--- src/verilog/pie_pkg.sv ---
// Package: register map, field positions and sizes of the PWM interrupt-enable block
package pie_pkg;
  // ----------------------------------------------------------------
  // Sizes
  // ----------------------------------------------------------------
  localparam int NUM_SM = 4;
  localparam int NUM_CAP = 6;
  localparam int NUM_CMP = 6;
  localparam int REG_W = 16;
  localparam int IDX_W = 10;
  localparam int ADDR_W = 12;

  // ----------------------------------------------------------------
  // Register indices (byte address = 4 * index)
  // ----------------------------------------------------------------
  localparam logic [IDX_W-1:0] SM_STRIDE = 10'h030;
  localparam logic [IDX_W-1:0] IDX_STATUS = 10'h012;
  localparam logic [IDX_W-1:0] IDX_IRQ_EN = 10'h013;
  localparam logic [IDX_W-1:0] IDX_DMA_EN = 10'h014;
  localparam logic [IDX_W-1:0] IDX_SUM_STS = 10'h0c0;
  localparam logic [IDX_W-1:0] IDX_SUM_MASK = 10'h0c1;

  // ----------------------------------------------------------------
  // Field positions
  // ----------------------------------------------------------------
  localparam int BIT_RELOAD_ERR = 13;
  localparam int BIT_RELOAD = 12;
  localparam int CAP_LSB = 6;
  localparam int CMP_LSB = 0;
  localparam int BIT_VAL_DMA = 9;
  localparam int CAP_DMA_LSB = 0;

  // ----------------------------------------------------------------
  // Writable masks and reset values
  // ----------------------------------------------------------------
  localparam logic [REG_W-1:0] IRQ_EN_WMASK = 16'h3fff;
  localparam logic [REG_W-1:0] DMA_EN_WMASK = 16'h03ff;
  localparam logic [REG_W-1:0] REG_RESET = 16'h0000;

  // ----------------------------------------------------------------
  // AXI responses
  // ----------------------------------------------------------------
  localparam logic [1:0] RESP_OKAY = 2'h0;
  localparam logic [1:0] RESP_SLVERR = 2'h2;
endpackage

--- src/verilog/pie_reg_if.sv ---
// Interface: register access strobes between the bus slave and the register file
`timescale 1ns/1ps
interface pie_reg_if;
  import pie_pkg::*;
  logic wr_en;
  logic [ADDR_W-1:0] wr_addr;
  logic [31:0] wr_data;
  logic [3:0] wr_strb;
  logic wr_ok;
  logic rd_en;
  logic [ADDR_W-1:0] rd_addr;
  logic [31:0] rd_data;
  logic rd_ok;

  modport bus (
    output wr_en, wr_addr, wr_data, wr_strb, rd_en, rd_addr,
    input wr_ok, rd_data, rd_ok
  );
  modport regs (
    input wr_en, wr_addr, wr_data, wr_strb, rd_en, rd_addr,
    output wr_ok, rd_data, rd_ok
  );
endinterface

--- src/verilog/pie_axil_slave.sv ---
// Module: AXI4-Lite slave that turns bus transfers into register strobes
`timescale 1ns/1ps
module pie_axil_slave (
  // Clock and reset
  input wire logic i_clk,
  input wire logic i_rst,
  // Write address and data
  input wire logic [pie_pkg::ADDR_W-1:0] i_awaddr,
  input wire logic i_awvalid,
  output logic o_awready,
  input wire logic [31:0] i_wdata,
  input wire logic [3:0] i_wstrb,
  input wire logic i_wvalid,
  output logic o_wready,
  // Write response
  output logic [1:0] o_bresp,
  output logic o_bvalid,
  input wire logic i_bready,
  // Read
  input wire logic [pie_pkg::ADDR_W-1:0] i_araddr,
  input wire logic i_arvalid,
  output logic o_arready,
  output logic [31:0] o_rdata,
  output logic [1:0] o_rresp,
  output logic o_rvalid,
  input wire logic i_rready,
  // Register side
  pie_reg_if.bus rif
);
  import pie_pkg::*;

  typedef struct packed {
    logic aw_got;
    logic w_got;
    logic [ADDR_W-1:0] waddr;
    logic [31:0] wdata;
    logic [3:0] wstrb;
    logic bvalid;
    logic [1:0] bresp;
    logic rvalid;
    logic [1:0] rresp;
    logic [31:0] rdata;
  } pie_axi_s;

  pie_axi_s st_r;
  pie_axi_s st_nxt;

  // ----------------------------------------------------------------
  // Channel logic
  // ----------------------------------------------------------------
  always_comb begin
    st_nxt = st_r;
    // No new address or data while a response waits, so one write at a time
    o_awready = !st_r.aw_got && !st_r.bvalid;
    o_wready = !st_r.w_got && !st_r.bvalid;
    o_arready = !st_r.rvalid;
    rif.wr_en = st_r.aw_got && st_r.w_got && !st_r.bvalid;
    rif.wr_addr = st_r.waddr;
    rif.wr_data = st_r.wdata;
    rif.wr_strb = st_r.wstrb;
    rif.rd_en = i_arvalid && !st_r.rvalid;
    rif.rd_addr = i_araddr;
    if (i_awvalid && o_awready) begin
      st_nxt.aw_got = 1'b1;
      st_nxt.waddr = i_awaddr;
    end
    if (i_wvalid && o_wready) begin
      st_nxt.w_got = 1'b1;
      st_nxt.wdata = i_wdata;
      st_nxt.wstrb = i_wstrb;
    end
    if (rif.wr_en) begin
      st_nxt.aw_got = 1'b0;
      st_nxt.w_got = 1'b0;
      st_nxt.bvalid = 1'b1;
      st_nxt.bresp = rif.wr_ok ? RESP_OKAY : RESP_SLVERR;
    end else if (st_r.bvalid && i_bready) begin
      st_nxt.bvalid = 1'b0;
    end
    if (rif.rd_en) begin
      st_nxt.rvalid = 1'b1;
      st_nxt.rdata = rif.rd_data;
      st_nxt.rresp = rif.rd_ok ? RESP_OKAY : RESP_SLVERR;
    end else if (st_r.rvalid && i_rready) begin
      st_nxt.rvalid = 1'b0;
    end
  end

  always_ff @(posedge i_clk) begin
    if (i_rst) begin
      st_r <= '0;
    end else begin
      st_r <= st_nxt;
    end
  end

  assign o_bresp = st_r.bresp;
  assign o_bvalid = st_r.bvalid;
  assign o_rdata = st_r.rdata;
  assign o_rresp = st_r.rresp;
  assign o_rvalid = st_r.rvalid;
endmodule

--- src/verilog/pie_sm_flags.sv ---
// Module: status flags of one PWM submodule with set, write-one-clear and DMA-done clear
`timescale 1ns/1ps
module pie_sm_flags (
  // Clock and reset
  input wire logic i_clk,
  input wire logic i_rst,
  // Events
  input wire logic i_reload,
  input wire logic i_load_ok,
  input wire logic i_unsynced,
  input wire logic [pie_pkg::NUM_CAP-1:0] i_capture,
  input wire logic [pie_pkg::NUM_CMP-1:0] i_compare,
  // Clears
  input wire logic [pie_pkg::REG_W-1:0] i_w1c,
  input wire logic [pie_pkg::REG_W-1:0] i_dma_en,
  input wire logic [pie_pkg::NUM_CAP-1:0] i_cap_dma_done,
  input wire logic i_val_dma_done,
  // Flags
  output logic [pie_pkg::REG_W-1:0] o_flags
);
  import pie_pkg::*;

  typedef struct packed {
    logic [REG_W-1:0] flags;
  } pie_flags_s;

  pie_flags_s st_r;
  pie_flags_s st_nxt;
  logic [REG_W-1:0] set_v;
  logic [REG_W-1:0] clr_v;
  logic val_dma;

  always_comb begin
    st_nxt = st_r;
    set_v = '0;
    clr_v = '0;
    val_dma = i_dma_en[BIT_VAL_DMA];
    set_v[BIT_RELOAD] = i_reload; // RQ13
    set_v[BIT_RELOAD_ERR] = i_reload && !i_load_ok && i_unsynced; // RQ14
    set_v[CAP_LSB +: NUM_CAP] = i_capture; // RQ15
    set_v[CMP_LSB +: NUM_CMP] = i_compare; // RQ16
    clr_v[BIT_RELOAD_ERR] = i_w1c[BIT_RELOAD_ERR];
    clr_v[BIT_RELOAD] = val_dma ? i_val_dma_done : i_w1c[BIT_RELOAD];
    // Clear source follows the circuit's DMA mode
    for (int k = 0; k < NUM_CAP; k++) begin
      clr_v[CAP_LSB+k] = i_dma_en[CAP_DMA_LSB+k] ? i_cap_dma_done[k] : i_w1c[CAP_LSB+k]; // RQ15
    end
    clr_v[CMP_LSB +: NUM_CMP] = i_w1c[CMP_LSB +: NUM_CMP]; // RQ16
    // A flag set in the clearing cycle survives
    st_nxt.flags = ((st_r.flags & ~clr_v) | set_v) & IRQ_EN_WMASK;
  end

  always_ff @(posedge i_clk) begin
    if (i_rst) begin
      st_r <= '0;
    end else begin
      st_r <= st_nxt;
    end
  end

  assign o_flags = st_r.flags;
endmodule

--- src/verilog/pie_top.sv ---
// Module: PWM submodule interrupt-enable registers, request gating and bus access
//
// Operation
// RQ1 - Enable register bits 15 and 14 read zero and ignore writes.
// RQ2 - One enable register per submodule, index 13h, four submodules, 48-word stride.
// RQ3 - Reload-error enable bit 13 gates the reload error flag; reset clears.
// RQ4 - Reload enable bit 12 gates the reload flag; reset clears.
// RQ5 - Enable bit 11 gates the capture A1 flag onto the request.
// RQ6 - Enable bit 10 gates the capture A0 flag onto the request.
// RQ7 - Enable bit 9 gates the capture B1 flag onto the request.
// RQ8 - Enable bit 8 gates the capture B0 flag onto the request.
// RQ9 - Enable bit 7 gates the capture X1 flag onto the request.
// RQ10 - Enable bit 6 gates the capture X0 flag onto the request.
// RQ11 - Software never sets a capture interrupt enable with its DMA enable.
// RQ12 - Each compare enable bit gates its compare flag onto the compare request.
// RQ13 - Reload flag sets on every reload, regardless of buffer load ok.
// RQ14 - Reload error sets on reload without load ok while buffers are unsynced.
// RQ15 - Capture flag sets on capture; cleared by write-one or DMA done.
// RQ16 - Compare flag sets on counter match; write-one clears it.
// RQ17 - Compare enables at bits 5 to 0; every enable resets to zero.
// RQ18 - Each request is the level AND of flag and enable.
//
// Added by the designer: the AXI4-Lite register port.
`timescale 1ns/1ps
module pie_top (
  // Clock and reset
  input wire logic I_SYS_CLK,
  input wire logic I_RST,
  // AXI4-Lite write
  input wire logic [pie_pkg::ADDR_W-1:0] I_AWADDR,
  input wire logic I_AWVALID,
  output logic O_AWREADY,
  input wire logic [31:0] I_WDATA,
  input wire logic [3:0] I_WSTRB,
  input wire logic I_WVALID,
  output logic O_WREADY,
  output logic [1:0] O_BRESP,
  output logic O_BVALID,
  input wire logic I_BREADY,
  // AXI4-Lite read
  input wire logic [pie_pkg::ADDR_W-1:0] I_ARADDR,
  input wire logic I_ARVALID,
  output logic O_ARREADY,
  output logic [31:0] O_RDATA,
  output logic [1:0] O_RRESP,
  output logic O_RVALID,
  input wire logic I_RREADY,
  // Submodule events, one bit or group per submodule
  input wire logic [pie_pkg::NUM_SM-1:0] I_RELOAD,
  input wire logic [pie_pkg::NUM_SM-1:0] I_BUFFER_LOAD_OK,
  input wire logic [pie_pkg::NUM_SM-1:0] I_BUFFERS_UNSYNCED,
  input wire logic [pie_pkg::NUM_SM*pie_pkg::NUM_CAP-1:0] I_CAPTURE,
  input wire logic [pie_pkg::NUM_SM*pie_pkg::NUM_CMP-1:0] I_COMPARE_MATCH,
  input wire logic [pie_pkg::NUM_SM*pie_pkg::NUM_CAP-1:0] I_CAP_DMA_DONE,
  input wire logic [pie_pkg::NUM_SM-1:0] I_VAL_DMA_DONE,
  // CPU requests
  output logic [pie_pkg::NUM_SM-1:0] O_RELOAD_IRQ,
  output logic [pie_pkg::NUM_SM-1:0] O_RELOAD_ERR_IRQ,
  output logic [pie_pkg::NUM_SM-1:0] O_CAPTURE_IRQ,
  output logic [pie_pkg::NUM_SM-1:0] O_COMPARE_IRQ,
  output logic O_IRQ,
  // DMA enables for the DMA request logic
  output logic [pie_pkg::NUM_SM*pie_pkg::NUM_CAP-1:0] O_CAP_DMA_REQ_EN,
  output logic [pie_pkg::NUM_SM-1:0] O_VAL_DMA_REQ_EN
);
  import pie_pkg::*;

  typedef struct packed {
    logic [NUM_SM-1:0][REG_W-1:0] irq_enable_reg;
    logic [NUM_SM-1:0][REG_W-1:0] dma_request_enables;
    logic [NUM_SM-1:0] sum_sts;
    logic [NUM_SM-1:0] sum_mask;
  } pie_regs_s;

  pie_regs_s st_r;
  pie_regs_s st_nxt;
  pie_reg_if rif ();
  logic [NUM_SM-1:0][REG_W-1:0] status_flags_reg;
  logic [NUM_SM-1:0][REG_W-1:0] sts_w1c;
  logic [NUM_SM-1:0] sm_req;

  // ----------------------------------------------------------------
  // Bus slave
  // ----------------------------------------------------------------
  pie_axil_slave u_axil (
    .i_clk(I_SYS_CLK),
    .i_rst(I_RST),
    .i_awaddr(I_AWADDR),
    .i_awvalid(I_AWVALID),
    .o_awready(O_AWREADY),
    .i_wdata(I_WDATA),
    .i_wstrb(I_WSTRB),
    .i_wvalid(I_WVALID),
    .o_wready(O_WREADY),
    .o_bresp(O_BRESP),
    .o_bvalid(O_BVALID),
    .i_bready(I_BREADY),
    .i_araddr(I_ARADDR),
    .i_arvalid(I_ARVALID),
    .o_arready(O_ARREADY),
    .o_rdata(O_RDATA),
    .o_rresp(O_RRESP),
    .o_rvalid(O_RVALID),
    .i_rready(I_RREADY),
    .rif(rif)
  );

  // ----------------------------------------------------------------
  // Per-submodule flags and request gating
  // ----------------------------------------------------------------
  for (genvar g = 0; g < NUM_SM; g++) begin : g_sm
    logic [REG_W-1:0] req;
    pie_sm_flags u_flags (
      .i_clk(I_SYS_CLK),
      .i_rst(I_RST),
      .i_reload(I_RELOAD[g]),
      .i_load_ok(I_BUFFER_LOAD_OK[g]),
      .i_unsynced(I_BUFFERS_UNSYNCED[g]),
      .i_capture(I_CAPTURE[g*NUM_CAP +: NUM_CAP]),
      .i_compare(I_COMPARE_MATCH[g*NUM_CMP +: NUM_CMP]),
      .i_w1c(sts_w1c[g]),
      .i_dma_en(st_r.dma_request_enables[g]),
      .i_cap_dma_done(I_CAP_DMA_DONE[g*NUM_CAP +: NUM_CAP]),
      .i_val_dma_done(I_VAL_DMA_DONE[g]),
      .o_flags(status_flags_reg[g])
    );
    // Requests are levels that follow flag and enable without delay
    assign req = status_flags_reg[g] & st_r.irq_enable_reg[g]; // RQ18
    assign O_RELOAD_ERR_IRQ[g] = req[BIT_RELOAD_ERR]; // RQ3
    assign O_RELOAD_IRQ[g] = req[BIT_RELOAD]; // RQ4
    // Bits 11..6 gate A1, A0, B1, B0, X1, X0 in that order
    assign O_CAPTURE_IRQ[g] = |req[CAP_LSB +: NUM_CAP]; // RQ5 RQ6 RQ7 RQ8 RQ9 RQ10
    assign O_COMPARE_IRQ[g] = |req[CMP_LSB +: NUM_CMP]; // RQ12 RQ17
    assign sm_req[g] = |req;
    assign O_CAP_DMA_REQ_EN[g*NUM_CAP +: NUM_CAP] =
      st_r.dma_request_enables[g][CAP_DMA_LSB +: NUM_CAP];
    assign O_VAL_DMA_REQ_EN[g] = st_r.dma_request_enables[g][BIT_VAL_DMA];
  end

  // ----------------------------------------------------------------
  // Register decode
  // ----------------------------------------------------------------
  always_comb begin
    logic [IDX_W-1:0] widx;
    logic [IDX_W-1:0] ridx;
    logic [IDX_W-1:0] base;
    logic [REG_W-1:0] lanes;
    logic [REG_W-1:0] wval;
    logic sum_rd;
    widx = rif.wr_addr[ADDR_W-1:2];
    ridx = rif.rd_addr[ADDR_W-1:2];
    base = '0;
    lanes = {{8{rif.wr_strb[1]}}, {8{rif.wr_strb[0]}}};
    wval = rif.wr_data[REG_W-1:0];
    sum_rd = 1'b0;
    st_nxt = st_r;
    sts_w1c = '0;
    rif.wr_ok = 1'b0;
    rif.rd_ok = 1'b0;
    rif.rd_data = '0;
    for (int i = 0; i < NUM_SM; i++) begin
      base = IDX_W'(i * SM_STRIDE); // RQ2
      if (rif.wr_en) begin
        if (widx == base + IDX_STATUS) begin
          rif.wr_ok = 1'b1;
          sts_w1c[i] = wval & lanes;
        end else if (widx == base + IDX_IRQ_EN) begin
          rif.wr_ok = 1'b1;
          st_nxt.irq_enable_reg[i] = ((st_r.irq_enable_reg[i] & ~lanes) | (wval & lanes))
            & IRQ_EN_WMASK; // RQ1
        end else if (widx == base + IDX_DMA_EN) begin
          rif.wr_ok = 1'b1;
          st_nxt.dma_request_enables[i] =
            ((st_r.dma_request_enables[i] & ~lanes) | (wval & lanes)) & DMA_EN_WMASK;
        end
      end
      if (rif.rd_en) begin
        if (ridx == base + IDX_STATUS) begin
          rif.rd_ok = 1'b1;
          rif.rd_data = {16'h0000, status_flags_reg[i]};
        end else if (ridx == base + IDX_IRQ_EN) begin
          rif.rd_ok = 1'b1;
          rif.rd_data = {16'h0000, st_r.irq_enable_reg[i]}; // RQ1
        end else if (ridx == base + IDX_DMA_EN) begin
          rif.rd_ok = 1'b1;
          rif.rd_data = {16'h0000, st_r.dma_request_enables[i]};
        end
      end
    end
    if (rif.wr_en && widx == IDX_SUM_MASK) begin
      rif.wr_ok = 1'b1;
      if (rif.wr_strb[0]) begin
        st_nxt.sum_mask = rif.wr_data[NUM_SM-1:0];
      end
    end else if (rif.wr_en && widx == IDX_SUM_STS) begin
      // Read-only; the write is acknowledged and has no effect
      rif.wr_ok = 1'b1;
    end
    if (rif.rd_en && ridx == IDX_SUM_STS) begin
      rif.rd_ok = 1'b1;
      rif.rd_data = {28'h0000000, st_r.sum_sts};
      sum_rd = 1'b1;
    end else if (rif.rd_en && ridx == IDX_SUM_MASK) begin
      rif.rd_ok = 1'b1;
      rif.rd_data = {28'h0000000, st_r.sum_mask};
    end
    // Read clears, but a request still standing sets the bit again at once
    st_nxt.sum_sts = (sum_rd ? '0 : st_r.sum_sts) | sm_req;
  end

  always_ff @(posedge I_SYS_CLK) begin
    if (I_RST) begin
      st_r <= '0; // RQ3 RQ4 RQ17
    end else begin
      st_r <= st_nxt;
    end
  end

  assign O_IRQ = |(st_r.sum_sts & st_r.sum_mask);
endmodule

--- config.mk ---
export PLATFORM = sky130hd
export DESIGN_NAME = pie_top
export DESIGN_NICKNAME = d
export VERILOG_FILES = /design/src/verilog/pie_pkg.sv /design/src/verilog/pie_reg_if.sv /design/src/verilog/pie_axil_slave.sv /design/src/verilog/pie_sm_flags.sv /design/src/verilog/pie_top.sv
export SDC_FILE = /design/constraint.sdc
export NUM_CORES = 1
export LEC_CHECK = 0
export BUFFER_PORTS_ARGS = -buffer_cell sky130_fd_sc_hd__buf_2
export CAP_MARGIN = 15
export CORE_ASPECT_RATIO = 1.2
export CORE_UTILIZATION = 25
export CTS_CLUSTER_DIAMETER = 40
export DETAILED_ROUTE_END_ITERATION = 16
export PLACE_DENSITY = 0.42
export SETUP_SLACK_MARGIN = 0.05
export SYNTH_ARGS = -nofsm -noshare
export SYNTH_HDL_FRONTEND = slang
export SYNTH_SLANG_ARGS = --single-unit
--- constraint.sdc ---
create_clock -name I_SYS_CLK -period 5.17 [get_ports I_SYS_CLK]
set_input_delay 0.517 -clock I_SYS_CLK [delete_from_list [all_inputs] [get_ports I_SYS_CLK]]
set_output_delay 0.517 -clock I_SYS_CLK [all_outputs]
set_load 0.03 [all_outputs]
* Word-level counts from Yosys, hierarchy flattened
Index checks and enable logic that the tools add are counted.
** Storage, ports and cells
- Bits in registers :: 228
- Memories :: 0
- Latch bits :: 0
- ROM bits :: 0
- RAM bits :: 0
- Output and inout bits :: 86
- Word-level logic and storage cells :: 244
** Operators by class
- Shift-type cells :: 0
- Mux-type cells :: 94
- Add/subtract/negate cells :: 0
- Equality and inequality tests :: 28
- Reductions and logical operators :: 54
- Bitwise operators :: 44
- Divide/modulo/power cells :: 0
- Multipliers :: 0
- Order comparisons :: 0
** Operator list (number)
- 32-bit 2-to-1 mux :: 11
- 14-bit bitwise AND :: 13
- 14-bit 2-to-1 mux :: 10
- 10-bit by 7-bit == test with 1-bit output (second input constant) :: 12
- 14-bit bitwise OR :: 8
- 10-bit by 8-bit == test with 1-bit output (second input constant) :: 10
- 14-bit NOT :: 5
- 1-bit 2-to-1 mux :: 69
- 16-bit OR reduction :: 4
- 10-bit by 5-bit == test with 1-bit output (second input constant) :: 6
- 6-bit OR reduction :: 8
- 10-bit bitwise AND :: 4
- 10-bit bitwise OR :: 4
- 1-bit logical AND :: 21
- 4-bit AND reduction :: 4
- 3-bit AND reduction :: 4
- 10-bit 2-to-1 mux :: 1
- 1-bit logical NOT :: 8
- 1-bit NOT :: 8
- 4-bit bitwise AND :: 1
- 2-bit 2-to-1 mux :: 2
- 4-bit 2-to-1 mux :: 1
- 4-bit bitwise OR :: 1
- 2-bit nonzero test :: 2
- 3 further kinds :: 3

* Depth between registers and ports, before layout
- Depth after elaboration :: 20
- Depth in mapped cells :: 8

* Modules after synthesis
From an unflattened synthesis, not the netlist that was laid out.
** Unflattened totals
- Cell total of the unflattened synthesis :: 1707
- Area, all modules :: 13326.5 um^2
** By module, submodules not included
- pie_top :: seq. area each 2082.0 um^2, area each 6782.8 um^2, times used 1, cells an instance 960
- pie_axil_slave :: seq. area each 1721.7 um^2, area each 3756.1 um^2, times used 1, cells an instance 475
- pie_sm_flags :: seq. area each 280.3 um^2, area each 696.9 um^2, times used 4, cells an instance 68

* Worst setup path after synthesis
OpenSTA, ideal clock, no wires.
- Kind :: input-to-reg
- Start :: input port I_ARADDR[7] (netlist name)
- End :: register u_axil.st_r (netlist bit u_axil.o_rdata[5])
- Stages :: 7
- Path slack :: 2931 ps
- Arrival time :: 2124 ps
- Cells stage by stage :: clkbuf_1 -> nor4b_2 -> and3_1 -> clkbuf_1 -> a221oi_1 -> o21a_1 -> a21bo_2
** Between the ends
- Word-level cells in the longest chain between the ends :: 15
- Elaborated cells between the ends (all ways) :: 30
- Classes of those cells :: eq/ne: 14; mux: 14; reduce/logical: 2
** Ends and longest elaborated chain
- start: declaration :: RTL line pie_top.sv:41 : input wire logic [pie_pkg::ADDR_W-1:0] I_ARADDR,
- 10-bit by 5-bit == test with 1-bit output :: RTL line pie_top.sv:184 : end else if (ridx == base + IDX_DMA_EN) begin
- 10-bit 2-to-1 mux :: RTL line pie_top.sv:184
- 14-bit 2-to-1 mux :: RTL line pie_top.sv:181 : end else if (ridx == base + IDX_IRQ_EN) begin
- 14-bit 2-to-1 mux :: RTL line pie_top.sv:178 : if (ridx == base + IDX_STATUS) begin
- 32-bit 2-to-1 mux :: RTL line pie_top.sv:184
- 32-bit 2-to-1 mux :: RTL line pie_top.sv:181
- 32-bit 2-to-1 mux :: RTL line pie_top.sv:178
- 32-bit 2-to-1 mux :: RTL line pie_top.sv:184
- 32-bit 2-to-1 mux :: RTL line pie_top.sv:181
- 32-bit 2-to-1 mux :: RTL line pie_top.sv:178
- 32-bit 2-to-1 mux :: RTL line pie_top.sv:184
- 32-bit 2-to-1 mux :: RTL line pie_top.sv:181
- 32-bit 2-to-1 mux :: RTL line pie_top.sv:178
- 32-bit 2-to-1 mux :: RTL line pie_top.sv:203 : end else if (rif.rd_en && ridx == IDX_SUM_MASK) begin
- 32-bit 2-to-1 mux * :: RTL line pie_top.sv:199 : if (rif.rd_en && ridx == IDX_SUM_STS) begin
- end signal: assignment :: RTL line pie_axil_slave.sv:93 : st_r <= st_nxt;
- end: declaration :: RTL line pie_axil_slave.sv:45 : pie_axi_s st_r;
Every way passes the cells marked *; elsewhere a longest branch is shown, timed or not.
A chain may end at the register's enable or synchronous reset.

==> impl_metrics.env <==
export IMPL_power_mw=4.54
export IMPL_synth_top_family_by_area="simple AND/OR/NAND/NOR gates"
export IMPL_yosysWarningCount=0
export IMPL_maxCapViolations=0
export IMPL_dp_cells=1988
export IMPL_via_per_inst=5.24
export IMPL_synth_cell_types=71
export IMPL_overflow=0
export IMPL_instances_no_fill=2049
export IMPL_grt_pass1_vias=10600
export IMPL_synthFlopType="dfxtp_1"
export IMPL_fmax_mhz=364
export IMPL_cts_root_buf="clkbuf_16"
export IMPL_rsz0062_at_grt="false"
export IMPL_die_x_um=190
export IMPL_fin_hold_ws_ps=194
export IMPL_post_cts_setup_buffers=0
export IMPL_fp_row_count=82
export IMPL_worstRegToRegCells=6
export IMPL_crit_family="simple AND/OR/NAND/NOR gates"
export IMPL_crit_type="flop to flop"
export IMPL_antenna_found_initial=2
export IMPL_ios=241
export IMPL_synth_xor_area_share_pct=0.0825
export IMPL_design_area_um2=12900
export IMPL_finalSetupTns_ps=0
export IMPL_ir_drop_mv=0.182
export IMPL_worst_hold_path_num_cells=3
export IMPL_multi_input_area_um2=5570
export IMPL_post_dp_cell_area_um2=11700
export IMPL_n_antenna_cell=0
export IMPL_critPathArrivalTime_ps=3130
export IMPL_drtIter0Drc=792
export IMPL_finalHoldViolations=0
export IMPL_clock_skew_ps=27.5
export IMPL_min_period_over_period_pct=53.1
export IMPL_critPathBufInv=1
export IMPL_slew_violations=0
export IMPL_min_path_type="primary input to flop"
export IMPL_ys_ff_latch=206
export IMPL_cts_max_path_buffers=3
export IMPL_clock_sink_count=206
export IMPL_path_clk_slew_ps=50
export IMPL_nets=1636
export IMPL_core_um2=41900
export IMPL_tightest_slew_ps=1130
export IMPL_grt_pass1_wl_um=71500
export IMPL_synth_simple_gate_area_share_pct=25.6
export IMPL_place_congestion=0.931
export IMPL_syn_inst=1370
export IMPL_cts_hold_buffers=0
export IMPL_h_tree_depth=2
export IMPL_drive_above_1_share_pct=21.3
export IMPL_cp_start_kind="flop"
export IMPL_dieHeight_um=228
export IMPL_cts_tree="yes"
export IMPL_first_pass_iters=5
export IMPL_numPortBuffers=196
export IMPL_cp_max_fo=12
export IMPL_cts_buffers=37
export IMPL_synthAdderAreaFrac_pct=0
export IMPL_required_ps=5550
export IMPL_max_stage_delay_ps=780
export IMPL_seq_area_frac_synth_pct=38.9
export IMPL_status="finished, final reports clean"
export IMPL_initial_utilization_pct=25.4
export IMPL_clock_latency_ps=540
export IMPL_post_cts_resized=0
export IMPL_fill_cells=4600
export IMPL_p_leak_nw=4.82
export IMPL_design_die_area_um2=43300
export IMPL_cpMostUsedCell="nand2_1"
export IMPL_synth_area_mux_share_pct=3.53
export IMPL_synthArstFlopShare_pct=0
export IMPL_post_place_ws_ps=2100
export IMPL_synth_edff_count=0
export IMPL_register_area_um2=4120
export IMPL_ant_nets=0
export IMPL_critPathCaptureType="flop"
export IMPL_worst_slack_ps=2420
export IMPL_slew_headroom_pct=24.3
export IMPL_dpl_hpwl_um=36400
export IMPL_track_usage_pct=22.6
export IMPL_post_route_drc_count=0
export IMPL_crit_path_cell_trace="or4b_4 -> nor3_2 -> buf_4 -> nand2_1 -> nand2_1 -> a21oi_1"
export IMPL_syn2layout_area_growth_pct=21.6
export IMPL_syn_area_um2=10600
export IMPL_avgSynthCellArea_um2=7.75
export IMPL_power_density_nw_per_um2=352
export IMPL_fin_crit_ps=2750
export IMPL_grt_max_degree=83
export IMPL_cp_slowest_cell="nor3_2"
export IMPL_final_util_pct=30.8
export IMPL_vias=10700
export IMPL_wl_per_cell_um=24.2
export IMPL_cp_depth=6
export IMPL_drt_total_wl_um=49500
export IMPL_setup_viol=0
export IMPL_synth_compound_area_share_pct=22.3
[cell usage after synthesis (4+ instances only)]
master | count | area (um2)
nand2_1 | 209 | 785
dfxtp_1 | 206 | 4120
a21oi_1 | 162 | 811
nand3_1 | 98 | 490
clkbuf_1 | 92 | 345
nor2_1 | 79 | 297
o21ai_0 | 66 | 330
buf_4 | 65 | 488
inv_1 | 42 | 158
a31oi_1 | 35 | 219
mux2i_1 | 34 | 340
a22oi_1 | 32 | 240
or3_1 | 26 | 163
nor3_1 | 16 | 80.1
and2_1 | 14 | 87.6
a221oi_1 | 12 | 105
nor4_1 | 12 | 75.1
nand2b_1 | 11 | 68.8
o211ai_1 | 9 | 67.6
o22ai_1 | 8 | 50.1
a2111oi_0 | 7 | 61.3
a32oi_1 | 7 | 61.3
and4b_1 | 6 | 60.1
nand3b_1 | 6 | 45.0
nor2b_1 | 6 | 37.5
or4b_2 | 6 | 60.1
nand4b_1 | 5 | 43.8
nor4b_1 | 5 | 43.8
o221a_2 | 5 | 56.3
a211o_1 | 4 | 35.0
a21bo_2 | 4 | 40.0
a221o_1 | 4 | 40.0
a32o_1 | 4 | 40.0
nor4bb_1 | 4 | 40.0
o21a_1 | 4 | 30.0
or2_2 | 4 | 25.0
[layer usage]
layer  share of wire [%]  up-vias  GRT usage [%]  wire, um
li1                    -     5065              -         -
met1                  43     5167           28.8     21100
met2                  47      411           37.3     23400
met3                 5.3      102           2.98      2630
met4                 4.8        0           10.9      2360
met5                   0        -              0         0
[layout by cell type (no fill, tap or decap), types with 11 or more instances in the layout]
cell type / count
nand2_1: 209
dfxtp_1: 206
buf_2: 195
a21oi_1: 162
nand3_1: 98
nor2_1: 78
o21ai_0: 66
inv_1: 42
clkbuf_16: 38
a31oi_1: 35
mux2i_1: 34
a22oi_1: 32
or3_1: 26
conb_1: 20
buf_4: 18
and2_1: 14
nor3_1: 14
a221oi_1: 12
nor4_1: 12
nand2b_1: 11
[power by group]
part	leakage [nW]	internal (mW)	switching, mW
Sequential	1.68	1.64	0.103
Clock	0.608	1.62	0.852
Combinational	2.53	0.109	0.212
[logic make-up after synthesis]
group,after synthesis
AO/OA/AOI/OAI,383
flip-flops,206
XOR/XNOR,1
multiplexers,37
buffers and inverters,203
other,1
AND/OR/NAND/NOR,539
[final cells by class]
class	count	share of cell area, %
repair buffers	214	8.70
multi-input cells	980	43.2
well taps	546	5.30
inverters	42	1.22
flip-flops and latches	206	32.0
clock inverters	14	1.56
clock buffers	47	8.10
[worst register-to-register path, stage by stage, from the launching register on]
cell and delay (ps):
dfxtp_1 480, or4b_4 520, nor3_2 780, buf_4 340, nand2_1 250, nand2_1 150, a21oi_1 70
[final timing paths]
kind,from,to,slack [ps]
setup / recovery,u_axil.rif.wr_addr[8]$_SDFFE_PP0P_,flop,2420
setup reg to reg,u_axil.rif.wr_addr[8]$_SDFFE_PP0P_,flop,2420
hold reg to reg,flop,flop,460
hold / removal,I_CAPTURE[1],g_sm[0].u_flags.o_flags[7]$_SDFF_PP0_,190
Power figures use the tool's default switching activity.
